==> src/rtl/three_wire_serial_channel_pkg.sv <==
// Constants, register layouts and state codes of the three-wire serial channel.
package three_wire_serial_channel_pkg;

	// Register indices; each register takes one aligned word at four times its index.
	localparam int unsigned ADDR_W = 18;
	localparam logic [15:0] IDX_MODE = 16'hff60;
	localparam logic [15:0] IDX_BUSCTL = 16'hff61;
	localparam logic [15:0] IDX_SHIFT = 16'hff62;
	localparam logic [15:0] IDX_STATUS = 16'hff63;
	localparam logic [ADDR_W-1:0] ADDR_MODE = {IDX_MODE, 2'b00};
	localparam logic [ADDR_W-1:0] ADDR_BUSCTL = {IDX_BUSCTL, 2'b00};
	localparam logic [ADDR_W-1:0] ADDR_SHIFT = {IDX_SHIFT, 2'b00};
	localparam logic [ADDR_W-1:0] ADDR_STATUS = {IDX_STATUS, 2'b00};

	// Reset values and write masks.
	localparam logic [7:0] MODE_RESET = 8'h00;
	localparam logic [7:0] BUSCTL_RESET = 8'h00;
	localparam logic [7:0] SHIFT_RESET = 8'h00;
	localparam logic [7:0] MODE_WMASK = 8'hbf;

	// Status word bit positions.
	localparam int unsigned STAT_IRQ_BIT = 0;
	localparam int unsigned STAT_BUSY_BIT = 1;

	// Transfer length and prescaler width.
	localparam int unsigned BYTE_W = 8;
	localparam logic [2:0] LAST_BIT = 3'h7;
	localparam logic [2:0] FIRST_BIT = 3'h0;
	localparam int unsigned PRESCALE_W = 16;

	// Mode/control register layout.
	typedef struct packed {
		logic channel_enable;
		logic readonly_status_bit6;
		logic wake_on_address;
		logic mode_select_hi;
		logic mode_select_mid;
		logic first_bit_select;
		logic clock_select_hi;
		logic clock_select_lo;
	} serial_mode_control_s;

	// Bus control register layout; the upper bits belong to other modes and only store.
	typedef struct packed {
		logic [5:0] other_bits;
		logic command_trigger;
		logic release_trigger;
	} serial_bus_control_s;

	// Transfer sequencer states.
	typedef enum logic [2:0] {
		ST_IDLE = 3'b001,
		ST_HIGH = 3'b010,
		ST_LOW = 3'b100
	} xfer_state_e;

endpackage

==> src/rtl/three_wire_serial_channel.sv <==
// Three-wire clocked serial channel with its APB register slave.
//
// Overview of operation
// - Mode/control register at index FF60, eight bits, resets to zero.
// - Clock select: 0x external pin, 10 timer output, 11 prescaler.
// - Mode bit 4 low gives three-wire mode; bit 2 picks MSB or LSB first.
// - Mode bits 4,3 at 10 or 11 are other modes; no three-wire transfer then.
// - Wake bit low raises the flag per transfer; high keeps the flag from setting.
// - Enable bit 7 low stops the channel, high lets it run.
// - Bus control register at index FF61 resets to zero.
// - Release trigger sets the output latch high, then clears itself.
// - Command trigger sets the output latch low, then clears itself.
// - Both triggers are forced low while the channel is disabled.
// - Bytes move eight bits, one per serial clock period.
// - Shift on rising clock edge; latch loads on falling edge and drives the serial output.
// - Serial input is captured on rising clock edge.
// - After the eighth bit the shifter stops and the flag sets if the wake bit is low.
// - Idle internal clock pin level follows the port latch.
// - Serial input pin may serve as a plain input port.
// - Bit order is chosen by reversing bus access; shifting never changes.
// - Shift register write starts a transfer when enabled and clock ready.
// - Enabling after the shift register write starts nothing.
`timescale 1ns/1ps
`default_nettype none

module three_wire_serial_channel (
	// Clock and reset.
	input wire logic pclk,
	input wire logic presetn,
	// APB slave.
	input wire logic psel,
	input wire logic penable,
	input wire logic pwrite,
	input wire logic [three_wire_serial_channel_pkg::ADDR_W-1:0] paddr,
	input wire logic [31:0] pwdata,
	output logic [31:0] prdata,
	output logic pready,
	output logic pslverr,
	// Serial pins.
	input wire logic serial_clock_pin_in,
	output logic serial_clock_pin_out,
	output logic serial_clock_pin_oe,
	output logic serial_out_line,
	input wire logic serial_in_line,
	// On-chip clock sources and port latch.
	input wire logic eight_bit_timer_output,
	input wire logic [3:0] timer_clock_selector,
	input wire logic clock_port_latch,
	// Flag and plain port view of the serial input.
	output logic channel_irq_flag,
	output logic input_port_pin
);
	import three_wire_serial_channel_pkg::*;

	// Reverses a byte when LSB-first order is chosen.
	function automatic logic [7:0] reorder(input logic [7:0] d, input logic lsb_first);
		logic [7:0] r;
		r = d;
		for (int i = 0; i < BYTE_W; i++) begin
			if (lsb_first) begin
				r[i] = d[BYTE_W-1-i];
			end
		end
		return r;
	endfunction

	serial_mode_control_s mode_reg, mode_next;
	serial_bus_control_s busctl_reg, busctl_next;
	xfer_state_e state_reg, state_next;
	logic [7:0] shift_reg, shift_next;
	logic [2:0] bit_cnt_reg, bit_cnt_next;
	logic [PRESCALE_W-1:0] div_cnt_reg;
	logic [PRESCALE_W-1:0] pre_mask;
	logic sck_s1_reg, sck_s2_reg, sck_s3_reg;
	logic si_s1_reg, si_s2_reg;
	logic tm_d_reg;
	logic so_reg, so_next;
	logic sck_out_next, sck_oe_next;
	logic irq_next;
	logic [31:0] rd_data;
	logic setup, access_done, wr_done, hit;
	logic wr_mode, wr_busctl, wr_shift, wr_status;
	logic three_wire, active, external, busy;
	logic pre_tick, tm_tick, int_tick, ext_fall, ext_rise, fall_ev, rise_ev;
	logic start, done;

	// APB phases; a write takes effect only at the edge where the access completes.
	assign setup = psel & ~penable;
	assign access_done = psel & penable & pready;
	assign wr_done = access_done & pwrite;
	assign wr_mode = wr_done & (paddr == ADDR_MODE);
	assign wr_busctl = wr_done & (paddr == ADDR_BUSCTL);
	assign wr_shift = wr_done & (paddr == ADDR_SHIFT);
	assign wr_status = wr_done & (paddr == ADDR_STATUS);
	assign hit = (paddr == ADDR_MODE) | (paddr == ADDR_BUSCTL) | (paddr == ADDR_SHIFT) | (paddr == ADDR_STATUS);

	// Read mux; the shift register is seen through the bit-order reversal.
	always_comb begin
		rd_data = 32'h0000_0000;
		case (paddr)
			ADDR_MODE: rd_data[7:0] = mode_reg;
			ADDR_BUSCTL: rd_data[7:0] = busctl_reg;
			ADDR_SHIFT: rd_data[7:0] = reorder(shift_reg, mode_reg.first_bit_select);
			ADDR_STATUS: begin
				rd_data[STAT_IRQ_BIT] = channel_irq_flag;
				rd_data[STAT_BUSY_BIT] = busy;
			end
			default: rd_data = 32'h0000_0000;
		endcase
	end

	// No wait state: read data and the answer are registered in the setup cycle.
	always_ff @(posedge pclk or negedge presetn) begin
		if (!presetn) begin
			pready <= 1'b0;
			prdata <= 32'h0000_0000;
			pslverr <= 1'b0;
		end else begin
			pready <= setup;
			prdata <= setup ? rd_data : prdata;
			pslverr <= setup & ~hit;
		end
	end

	// Mode decode.
	assign three_wire = ~mode_reg.mode_select_hi;
	assign active = mode_reg.channel_enable & three_wire;
	assign external = ~mode_reg.clock_select_hi;
	assign busy = (state_reg != ST_IDLE);

	// Clock pin and serial input pass two flip-flops; a third one feeds the edge detector.
	always_ff @(posedge pclk or negedge presetn) begin
		if (!presetn) begin
			sck_s1_reg <= 1'b1;
			sck_s2_reg <= 1'b1;
			sck_s3_reg <= 1'b1;
			si_s1_reg <= 1'b0;
			si_s2_reg <= 1'b0;
			tm_d_reg <= 1'b0;
			div_cnt_reg <= '0;
		end else begin
			sck_s1_reg <= serial_clock_pin_in;
			sck_s2_reg <= sck_s1_reg;
			sck_s3_reg <= sck_s2_reg;
			si_s1_reg <= serial_in_line;
			si_s2_reg <= si_s1_reg;
			tm_d_reg <= eight_bit_timer_output;
			div_cnt_reg <= div_cnt_reg + 1'b1;
		end
	end

	// Internal clock sources: each tick is one half period of the shift clock.
	assign pre_mask = {PRESCALE_W{1'b1}} >> (PRESCALE_W - 1 - 32'(timer_clock_selector));
	assign pre_tick = ((div_cnt_reg & pre_mask) == pre_mask);
	assign tm_tick = eight_bit_timer_output & ~tm_d_reg;
	assign int_tick = mode_reg.clock_select_lo ? pre_tick : tm_tick;
	assign ext_fall = sck_s3_reg & ~sck_s2_reg;
	assign ext_rise = ~sck_s3_reg & sck_s2_reg;
	assign fall_ev = external ? ext_fall : int_tick;
	assign rise_ev = external ? ext_rise : int_tick;

	// A write starts a byte only if the channel is already on; enabling later does not.
	assign start = wr_shift & active & ~busy & (~external | sck_s2_reg);
	assign done = (state_reg == ST_LOW) & rise_ev & (bit_cnt_reg == LAST_BIT);

	// Transfer sequencer: falling edge drives out, rising edge samples in.
	always_comb begin
		state_next = state_reg;
		bit_cnt_next = bit_cnt_reg;
		shift_next = shift_reg;
		if (wr_shift & ~busy) begin
			shift_next = reorder(pwdata[7:0], mode_reg.first_bit_select);
		end
		case (state_reg)
			ST_IDLE: begin
				if (start) begin
					state_next = ST_HIGH;
					bit_cnt_next = FIRST_BIT;
				end
			end
			ST_HIGH: begin
				if (fall_ev) begin
					state_next = ST_LOW;
				end
			end
			ST_LOW: begin
				if (rise_ev) begin
					shift_next = {shift_reg[BYTE_W-2:0], si_s2_reg};
					bit_cnt_next = bit_cnt_reg + 1'b1;
					state_next = (bit_cnt_reg == LAST_BIT) ? ST_IDLE : ST_HIGH;
				end
			end
			default: state_next = ST_IDLE;
		endcase
		if (!active) begin
			state_next = ST_IDLE;
		end
	end

	// Clock pin drive: high between pulses, port latch when idle, only in internal mode.
	assign sck_out_next = (state_next == ST_IDLE) ? clock_port_latch : (state_next == ST_HIGH);
	assign sck_oe_next = active & ~external;

	// Register writes; bit 6 has no write path and the triggers die with the enable.
	always_comb begin
		mode_next = mode_reg;
		busctl_next = busctl_reg;
		if (wr_mode) begin
			mode_next = pwdata[7:0] & MODE_WMASK;
		end
		if (busctl_reg.release_trigger | busctl_reg.command_trigger) begin
			busctl_next.release_trigger = 1'b0;
			busctl_next.command_trigger = 1'b0;
		end
		if (wr_busctl) begin
			busctl_next = pwdata[7:0];
		end
		if (!mode_next.channel_enable) begin
			busctl_next.release_trigger = 1'b0;
			busctl_next.command_trigger = 1'b0;
		end
	end

	// Output latch: triggers act a cycle after the write; otherwise it follows the falling edge.
	always_comb begin
		so_next = so_reg;
		if (busctl_reg.release_trigger) begin
			so_next = 1'b1;
		end else if (busctl_reg.command_trigger) begin
			so_next = 1'b0;
		end else if ((state_reg == ST_HIGH) & fall_ev & active) begin
			so_next = shift_reg[BYTE_W-1];
		end
	end

	// Completion flag; a completion in the clearing cycle still sets it.
	assign irq_next = (done & ~mode_reg.wake_on_address) |
		(channel_irq_flag & ~(wr_status & pwdata[STAT_IRQ_BIT]));

	// State registers.
	always_ff @(posedge pclk or negedge presetn) begin
		if (!presetn) begin
			mode_reg <= MODE_RESET;
			busctl_reg <= BUSCTL_RESET;
			state_reg <= ST_IDLE;
			bit_cnt_reg <= FIRST_BIT;
			shift_reg <= SHIFT_RESET;
			so_reg <= 1'b0;
			channel_irq_flag <= 1'b0;
			serial_clock_pin_out <= 1'b1;
			serial_clock_pin_oe <= 1'b0;
			input_port_pin <= 1'b0;
		end else begin
			mode_reg <= mode_next;
			busctl_reg <= busctl_next;
			state_reg <= state_next;
			bit_cnt_reg <= bit_cnt_next;
			shift_reg <= shift_next;
			so_reg <= so_next;
			channel_irq_flag <= irq_next;
			serial_clock_pin_out <= sck_out_next;
			serial_clock_pin_oe <= sck_oe_next;
			input_port_pin <= si_s2_reg;
		end
	end

	assign serial_out_line = so_reg;
endmodule // three_wire_serial_channel

`default_nettype wire

==> config.mk <==
export PLATFORM = sky130hd
export DESIGN_NAME = three_wire_serial_channel
export DESIGN_NICKNAME = d
export VERILOG_FILES = /design/src/rtl/three_wire_serial_channel_pkg.sv /design/src/rtl/three_wire_serial_channel.sv
export SDC_FILE = /design/constraint.sdc
export NUM_CORES = 1
export LEC_CHECK = 0
export BUFFER_PORTS_ARGS = -buffer_cell sky130_fd_sc_hd__buf_2
export CORE_MARGIN = 1
export CORE_UTILIZATION = 56
export DETAILED_ROUTE_END_ITERATION = 10
export PLACE_DENSITY_LB_ADDON = 0.2
export SLEW_MARGIN = 10
export SYNTH_ARGS = -nofsm -noshare
export SYNTH_HDL_FRONTEND = slang
export SYNTH_SLANG_ARGS = --single-unit
==> constraint.sdc <==
create_clock -name pclk -period 4.55 [get_ports pclk]
set_input_delay 0.91 -clock pclk [delete_from_list [all_inputs] [get_ports pclk]]
set_output_delay 0.91 -clock pclk [all_outputs]
set_load 0.02 [all_outputs]
==> flow_metrics.env, run 1 <==
export IMPL_holdBufCountCts=0
export IMPL_cts_max_level=3
export IMPL_fin_skew_ns=0.005743
export IMPL_final_hold_viol_count=0
export IMPL_synthDistinctLibCells=55
export IMPL_final_max_slew_viol_count=0
export IMPL_drc=0
export IMPL_met2_usage=0.3650
export IMPL_die_area_um2=6606
export IMPL_grt_pass1_wl_um=11390
export IMPL_seq_area_frac_synth=0.4710
export IMPL_reg2reg_to="serial_out_line"
export IMPL_period_share=0.6462
export IMPL_antenna_found_initial=0
export IMPL_ff2ff_path_depth=7
export IMPL_grt_pass1_vias=2423
export IMPL_final_nets=465
export IMPL_ys_warn_count=0
export IMPL_synthXorXnorAreaFrac=0.03733
export IMPL_synth_simple_area_share=0.1674
export IMPL_grt_ovfl_total=0
export IMPL_cp_arrival_ns=3.20
export IMPL_whs_ns=0.3523
export IMPL_clock_power_share=0.426
export IMPL_start_util=0.5875
export IMPL_globalRouteMet1Util=0.3116
export IMPL_drt_wl_total_um=7128
export IMPL_largest_register_ffs=16
export IMPL_wire_per_inst_um=14.91
export IMPL_outcome="complete, no violations"
export IMPL_dieHeight_um=81.28
export IMPL_dp_hpwl_um=5113
export IMPL_p_per_area_nw_per_um2=296.0
export IMPL_clk_pin_slew_ns=0.07
export IMPL_setup_viol=0
export IMPL_crit_fanout=18
export IMPL_hold_class="register to register"
export IMPL_synth_top_area_frac=0.4337
export IMPL_synth_top_cell_by_area="dfrtp_1"
export IMPL_setup_tns_final_ns=0
export IMPL_switchingPower_uw=264.6
export IMPL_cp_end_kind="register"
export IMPL_whs_path_depth=0
export IMPL_worstSkewPairLatency_ns=0.33
export IMPL_slew_headroom=0.4212
export IMPL_numCtsBuffers=9
export IMPL_cts_resized=0
export IMPL_rsz0062_at_grt="no"
export IMPL_io_pins=102
export IMPL_swShare=0.2252
export IMPL_die_w_um=81.28
export IMPL_drive_above_1_share=0.2457
export IMPL_clockRootBuffer="clkbuf_8"
export IMPL_portBuffers=53
export IMPL_dpl_cell_area_um2=3765
export IMPL_antenna_cells=0
export IMPL_synth_adder_area_share=0.01351
export IMPL_fin_crit_ns=2.940
export IMPL_area_growth_pct=12.76
export IMPL_vias=2685
export IMPL_track_usage=0.2325
export IMPL_core_area_um2=5991
export IMPL_globalplace_congestion=0.8166
export IMPL_p_leak_uw=0.001911
export IMPL_grt_busiest_layer="met2"
export IMPL_internal_power_uw=910.2
export IMPL_ant_nets=0
export IMPL_reg2reg_from="div_cnt_reg[2]"
export IMPL_clock_sinks=66
export IMPL_fillers=496
export IMPL_max_cap_violations=0
export IMPL_drt_iter0_drc=153
export IMPL_use_met3=0.05393
export IMPL_firstDrtPassIters=4
export IMPL_syn_avg_cell_area_um2=10.23
export IMPL_cp_start_kind="input pin"
export IMPL_rows=28
export IMPL_postSynthCellCount=344
export IMPL_finalInstanceArea_um2=3969
export IMPL_ir_drop_v=0.0001883
export IMPL_hold_path_endpoint="si_s2_reg"
export IMPL_pwr_share_seq=0.506
export IMPL_hold_path_startpoint="si_s1_reg"
export IMPL_synth_seq_cells=66
export IMPL_synth_flop_cell="dfrtp_1"
export IMPL_synthMuxAreaShare=0.1106
export IMPL_comb_power_share=0.068
export IMPL_synth_compound_area_frac=0.1230
export IMPL_fmax_mhz=340.1
export IMPL_synth_edff_count=0
export IMPL_syn_area_um2=3520
export IMPL_reg2reg_slack_ns=2.32
export IMPL_post_cts_buffers=0
export IMPL_synth_top_family_by_area="simple AND/OR/NAND/NOR gates"
export IMPL_cts_tree="built"
export IMPL_cts_buffer_depth=2
export IMPL_grt_max_degree=39
export IMPL_crit_type="input pin to register"
export IMPL_worst_pin_slew_ns=0.8682
export IMPL_required_ns=4.81
export IMPL_yosys_top_cells_area="dfrtp_1, mux2i_1, buf_4"
export IMPL_async_reset_ff_frac=1.000
export IMPL_post_drt_via_cell_ratio=5.617
export IMPL_finish_utilization=0.6625
-- per-layer routing --
metal	vias up	routed length [um]
li1	1279	-
met1	1314	3298
met2	83	3415
met3	9	321
met4	0	92
met5	-	0
-- worst max path at each step --
stage,startpoint,endpoint,slack (ns),cells past startpoint
final,paddr[5],serial_clock_pin_out,1.61,9
after global routing,paddr[5],serial_clock_pin_out,1.50,9
after CTS,paddr[5],busctl_reg[4],1.62,6
after detailed placement,paddr[5],busctl_reg[7],1.25,6
after global placement,paddr[5],busctl_reg[7],1.29,6
after floorplan,paddr[5],serial_clock_pin_out,1.59,7
-- critical path, cell delays in order --
cell and delay [ns]:
buf_2 0.10, or4b_4 0.54, nor4_4 0.43, nand2_4 0.14, nor3_4 0.21, buf_4 0.25
o211ai_4 0.12, a221o_1 0.37, o2bb2ai_1 0.13
-- power groups by stage --
stage                     sequential, uW  clock, uW  combinational, uW
after floorplan                      608          0               55.3
after global placement               606          0               79.1
after detailed placement             606          0               80.2
after CTS                            595        511               80.5
after global routing                 595        539               89.5
final                                595        500               79.6
-- layout by cell type (no fill, tap or decap), drive strengths merged, types with 8 or more instances in the layout --
master	Yosys	layout
mux2i	22	22
nor2	15	15
nand3	10	10
buf	27	56
conb	1	24
mux2	13	13
nand2	44	44
dfrtp	61	61
xor2	8	8
clkbuf	8	13
o21ai	28	28
inv	12	12
-- per-stage QoR --
step / std cells / worst slack (ns) / power, uW
floorplan: 367 / 1.595 / 663.3
global placement: 463 / 1.286 / 684.7
detailed placement: 463 / 1.251 / 685.9
CTS: 478 / 1.616 / 1186
global route: 478 / 1.502 / 1223
finish: 478 / 1.610 / 1175
-- synthesized netlist by cell type (all sizes together) (6+ instances only) --
master / n
a21oi: 7
and3: 7
buf: 27
clkbuf: 8
dfrtp: 61
inv: 12
mux2: 13
mux2i: 22
nand2: 44
nand2b: 6
nand3: 10
nor2: 15
nor3: 7
o21ai: 28
o22ai: 6
xnor2: 7
xor2: 8
-- kinds of logic after synthesis --
group / Yosys count
mux: 36
fa+ha+maj: 4
flops: 66
xor+xnor: 15
compound gates: 66
buf+inv: 47
other cells: 1
simple gates: 109
-- final cells by class --
| type | count | area [um^2] | share of cell area |
|---|---|---|---|
| Clock buffer | 13 | 168.9 | 0.04256 |
| Clock inverter | 2 | 35.03 | 0.008827 |
| Inverter | 12 | 45.04 | 0.01135 |
| Multi-Input combinational cell | 254 | 1680 | 0.4234 |
| Sequential cell | 66 | 1658 | 0.4177 |
| Tap cell | 75 | 93.84 | 0.02364 |
| Timing Repair Buffer | 56 | 287.8 | 0.07251 |
No activity file was read; power rests on OpenSTA's default activity.
==> run 2: changes to the inputs <==
Settings changed: ABC_AREA set to 1, CORE_UTILIZATION 56 to 53.
Clock period 4.55 ns to 2.9 ns, I/O delays scaled along.
==> run 2 against run 1 <==
Global-route usage fell by 0.55 points. Critical path depth did not move. Hold slack got worse by 0.11 ns. Cell count rose by 27%. Routed wire length rose by 6.3%. Core utilization fell by 5.0 points. Combinational power rose by 72%. Worst setup slack got worse by 0.51 ns. Area after synthesis rose by 5.0%. Design area rose by 4.3%. Critical endpoint is now mode_reg[4].
==> flow_metrics.env, run 2 <==
export IMPL_p_per_area_nw_per_um2=438.8
export IMPL_p_leak_uw=0.002139
export IMPL_holdBufCountCts=0
export IMPL_track_usage=0.2270
export IMPL_numCtsBuffers=9
export IMPL_syn_avg_cell_area_um2=7.946
export IMPL_max_stage_delay_ns=0.35
export IMPL_final_hold_viol_count=0
export IMPL_synth_edff_count=0
export IMPL_drc=0
export IMPL_rows=30
export IMPL_cp_arrival_ns=2.02
export IMPL_setup_viol=0
export IMPL_start_util=0.5469
export IMPL_place_ws_ns=0.7354
export IMPL_setup_tns_final_ns=0
export IMPL_wire_per_inst_um=12.47
export IMPL_cp_num_buf_inv=2
export IMPL_rsz0062_at_grt="no"
export IMPL_max_cap_violations=0
export IMPL_worstSkewPairLatency_ns=0.34
export IMPL_ant_nets=0
export IMPL_mostFrequentLayoutCells="nand2_1, dfrtp_1, buf_2"
export IMPL_fillers=637
export IMPL_firstDrtPassIters=4
export IMPL_ff2ff_path_depth=12
export IMPL_postSynthCellCount=465
export IMPL_grt_ovfl_total=0
export IMPL_synth_most_common_cell="nand2_1"
export IMPL_period_share=0.6220
export IMPL_post_cts_buffers=0
export IMPL_synth_top_area_frac=0.4131
export IMPL_ys_warn_count=0
export IMPL_synth_top_cell_by_area="dfrtp_1"
export IMPL_ir_drop_v=0.0002566
export IMPL_seq_area_frac_synth=0.4487
export IMPL_dp_hpwl_um=5791
export IMPL_yosys_top_cells_area="dfrtp_1, nand2_1, buf_4"
export IMPL_area_growth_pct=11.99
export IMPL_final_nets=589
export IMPL_core_area_um2=6756
export IMPL_async_reset_ff_frac=1.000
export IMPL_clockRootBuffer="clkbuf_8"
export IMPL_cp_start_kind="input pin"
export IMPL_grt_pass1_wl_um=12900
export IMPL_final_max_slew_viol_count=0
export IMPL_dieHeight_um=85.50
export IMPL_cts_max_level=3
export IMPL_reg2reg_from="div_cnt_reg[9]"
export IMPL_cp_top_family="simple AND/OR/NAND/NOR gates"
export IMPL_synthDistinctLibCells=39
export IMPL_synth_seq_cells=66
export IMPL_cp_end_kind="register"
export IMPL_slowest_stage="nand2_1"
export IMPL_reg2reg_slack_ns=1.20
export IMPL_required_ns=3.12
export IMPL_grt_max_degree=67
export IMPL_largest_register_ffs=16
export IMPL_outcome="complete, no violations"
export IMPL_cpMostUsedCell="nand2_1"
export IMPL_cts_buffer_depth=2
export IMPL_globalplace_congestion=0.8685
export IMPL_cts_tree="built"
export IMPL_reg2reg_to="bit_cnt_reg[2]"
export IMPL_final_common_cell="nand2_1"
export IMPL_fin_crit_ns=1.804
export IMPL_fin_ws_ns=1.096
export IMPL_fmax_mhz=554.4
export IMPL_clock_sinks=66
export IMPL_grt_pass1_vias=2895
export IMPL_antenna_cells=0
export IMPL_die_w_um=85.50
export IMPL_antenna_found_initial=0
export IMPL_fin_skew_ns=0.01177
export IMPL_synth_common_cells="nand2_1, dfrtp_1, inv_1"
export IMPL_drive_above_1_share=0.2273
export IMPL_hold_class="input pin to async pin"
export IMPL_p_total_uw=1816
export IMPL_io_pins=102
export IMPL_clk_pin_slew_ns=0.07
export IMPL_drt_wl_total_um=7580
export IMPL_synth_flop_cell="dfrtp_1"
export IMPL_syn_area_um2=3695
export IMPL_die_area_um2=7309
export IMPL_post_drt_via_cell_ratio=5.113
export IMPL_cts_resized=0
export IMPL_vias=3109
export IMPL_drt_iter0_drc=155
export IMPL_crit_type="input pin to register"
export IMPL_crit_fanout=12
export IMPL_portBuffers=53
export IMPL_path_cells="buf_2 > nor2_1 > nand2_1 > inv_2 > nand4_1 > nor3_4 > nand2_1 > nand2_1 > o21ai_1"
[run 2: area by class of cell]
cell class              count  area (um^2)  area share
clock buffers              13        148.9     0.03598
multi-input cells         324         1638      0.3958
clock inverters             3        40.04    0.009676
well taps                  80        100.1     0.02419
repair buffers             56        300.3     0.07257
inverters                  66        252.7     0.06108
flip-flops and latches     66         1658      0.4007
[run 2: per-stage QoR]
step	utilization	hold WS [ns]	cell area [um^2]	cells
floorplan	-	0.2844	3781	488
global placement	0.5844	0.3336	3949	592
detailed placement	0.5844	0.3381	3949	592
CTS	0.6124	0.2569	4138	608
global route	0.6124	0.2702	4138	608
finish	0.6124	0.2464	4138	608
[run 2: cell families (layout without fill, tap and decap cells)]
kind of cell	count (synthesis)	after routing	share of synthesized area
simple gates	215	215	0.2770
buf+inv	98	138	0.1314
compound gates	68	68	0.09854
flops	66	66	0.4487
xor+xnor	14	14	0.03319
fa+ha+maj	3	3	0.01016
other cells	1	24	0.001015
[run 2: worst register-to-register path, cell delays in order (launching register included)]
cell	delay, ns
dfrtp_1	0.38
clkinv_1	0.18
nand2_1	0.11
nand2_1	0.06
inv_2	0.05
nand3_2	0.07
nand2_2	0.07
nand2_2	0.07
nand2_4	0.10
nand3_4	0.23
inv_1	0.17
nand2_1	0.07
nand2_1	0.07
[run 2: how the worst max path moves through the flow]
stage | from | endpoint | slack (ns) | depth (start not counted)
4_1_cts | paddr[5] | mode_reg[3] | 1.10 | 9
3_3_place_gp | paddr[5] | mode_reg[5] | 0.77 | 9
2_1_floorplan | paddr[5] | mode_reg[2] | 1.18 | 9
5_1_grt | paddr[5] | mode_reg[3] | 0.94 | 9
6_report | paddr[5] | mode_reg[4] | 1.10 | 9
3_5_place_dp | paddr[5] | mode_reg[3] | 0.74 | 9
[run 2: metal layers]
layer	share of wire	vias to the layer above	routed length, um	global-route usage
met2	0.48	85	3667	0.3738
li1	-	1561	-	-
met4	0.025	0	190	0.1197
met3	0.046	18	351	0.03850
met5	0	-	0	0
met1	0.44	1445	3371	0.2885
[run 2: report_power, final]
part           switching [uW]  leakage (uW)  internal (uW)
clock                     327     0.0000974            419
combinational             100       0.00117           36.8
sequential               2.64      0.000869            930
==> run 3: changes to the inputs <==
Settings changed: CORE_UTILIZATION 53 to 48.
Clock period 2.9 ns to 1.6 ns, I/O delays scaled along.
==> run 3 against run 2 <==
The run now ends with setup timing left. Combinational power grew 93%. Via count increased by 4.7%. First-iteration DRC count is 26% higher. Largest cell class is now multi-input gates. Highest routed layer unchanged.
==> flow_metrics.env, run 3 (synthesized netlist as in run 2, its figures left out) <==
export IMPL_rsz0062_at_grt="yes"
export IMPL_dp_hpwl_um=6098
export IMPL_core_area_um2=7331
export IMPL_finalInstanceArea_um2=4613
export IMPL_track_usage=0.2218
export IMPL_drt_iter0_drc=196
export IMPL_antenna_cells=0
export IMPL_drc=0
export IMPL_finalNonFillerCells=665
export IMPL_cp_arrival_ns=1.91
export IMPL_crit_type="register to register"
export IMPL_dieHeight_um=89.74
export IMPL_drive_above_1_share=0.3074
export IMPL_vias=3254
export IMPL_cts_buffer_depth=2
export IMPL_use_met3=0.05415
export IMPL_dpl_cell_area_um2=4168
export IMPL_required_ns=1.86
export IMPL_numCtsBuffers=9
export IMPL_worstSkewPairLatency_ns=0.34
export IMPL_max_stage_delay_ns=0.40
export IMPL_final_hold_viol_count=0
export IMPL_firstDrtPassIters=4
export IMPL_setup_tns_final_ns=-0.2914
export IMPL_hold_class="input pin to register"
export IMPL_outcome="complete, but fails checks"
export IMPL_globalRouteMet1Util=0.2775
export IMPL_globalplace_congestion=0.8651
export IMPL_slew_headroom=0.6534
export IMPL_io_pins=102
export IMPL_cp_start_kind="register"
export IMPL_clockRootBuffer="clkbuf_8"
export IMPL_drt_wl_total_um=8484
export IMPL_start_util=0.5040
export IMPL_post_drt_via_cell_ratio=4.893
export IMPL_clock_sinks=66
export IMPL_period_share=1.028
export IMPL_ant_nets=0
export IMPL_cp_top_family="simple AND/OR/NAND/NOR gates"
export IMPL_grt_max_degree=67
export IMPL_fin_crit_ns=1.645
export IMPL_setup_viol=11
export IMPL_worst_pin_slew_ns=0.5182
export IMPL_portBuffers=53
export IMPL_rows=31
export IMPL_antenna_found_initial=0
export IMPL_grt_pass1_vias=3184
export IMPL_failed_checks="setup timing"
export IMPL_mostFrequentLayoutCells="nand2_1, dfrtp_1, buf_2"
export IMPL_grt_pass1_wl_um=14290
export IMPL_area_growth_pct=24.86
export IMPL_dp_cells=637
export IMPL_die_w_um=89.74
export IMPL_cp_num_buf_inv=2
export IMPL_crit_fanout=4
export IMPL_slowest_stage="dfrtp_1"
export IMPL_fmax_mhz=608.0
export IMPL_p_per_area_nw_per_um2=767.1
export IMPL_cts_tree="built"
export IMPL_max_cap_violations=0
export IMPL_ir_drop_v=0.0005705
export IMPL_fin_ws_ns=-0.04468
export IMPL_wire_per_inst_um=12.76
export IMPL_clk_pin_slew_ns=0.07
export IMPL_grt_ovfl_total=0
export IMPL_path_cells="buf_4 > ha_2 > nand2_2 > nor3_4 > nand2_2 > nor4_4 > buf_4 > xor2_2"
export IMPL_p_leak_uw=0.002402
export IMPL_cts_max_level=3
export IMPL_met2_usage=0.3788
export IMPL_final_nets=627
export IMPL_grt_busiest_layer="met2"
export IMPL_fin_skew_ns=0.006987
export IMPL_die_area_um2=8052
export IMPL_final_max_slew_viol_count=0
export IMPL_cp_end_kind="register"
export IMPL_largest_register_ffs=16
export IMPL_final_common_cell="nand2_1"
run 3: cell type report:
type / instances / area (um^2)
Multi-Input combinational cell: 327 / 1779
Clock buffer: 10 / 137.6
Clock inverter: 6 / 88.84
Tap cell: 99 / 123.9
Fill cell: 657 / 2718
Inverter: 66 / 252.7
Sequential cell: 66 / 1658
Timing Repair Buffer: 91 / 573.1
run 3: path summary, 6_finish.rpt:
kind	from	endpoint	slack [ns]	cells after the start
max in group asynchronous	presetn	sck_s1_reg	0.74	3
hold / removal	serial_clock_pin_in	sck_s1_reg	0.07	1
hold reg to reg	si_s1_reg	si_s2_reg	0.35	0
min in group asynchronous	presetn	prdata[4]	0.54	3
setup reg to reg	div_cnt_reg[1]	div_cnt_reg[12]	-0.04	8
setup / recovery	div_cnt_reg[1]	div_cnt_reg[12]	-0.04	8
run 3: routing by layer:
metal | share of wire | routed length, um
met3 | 0.046 | 388
met4 | 0.013 | 114
met1 | 0.43 | 3643
met5 | 0 | 0
met2 | 0.51 | 4338
run 3: stage by stage:
step | hold WS [ns] | power, uW | setup slack (ns) | utilization
floorplan | 0.02441 | 1898 | 0.04787 | -
global placement | 0.3346 | 1976 | -0.08818 | 0.5685
detailed placement | 0.3381 | 1981 | -0.1423 | 0.5685
CTS | 0.05962 | 3572 | -0.03339 | 0.6057
global route | 0.05281 | 3688 | -0.2230 | 0.6293
finish | 0.07097 | 3539 | -0.04468 | 0.6293
run 3: repair_timing:
action                     in CTS  in global routing
resized for setup               2                 23
setup endpoints to repair      14                 23
cloned                          1                  2
setup buffers                   2                  6
hold buffers                    1                  0
pin swaps                       1                 12
hold endpoints to repair       16                  0
run 3: power breakdown:
group	switching [uW]	internal (uW)	total, uW
clock	664	922	1590
combinational	187	76.6	264
sequential	4.83	1680	1690
total	856	2680	3540
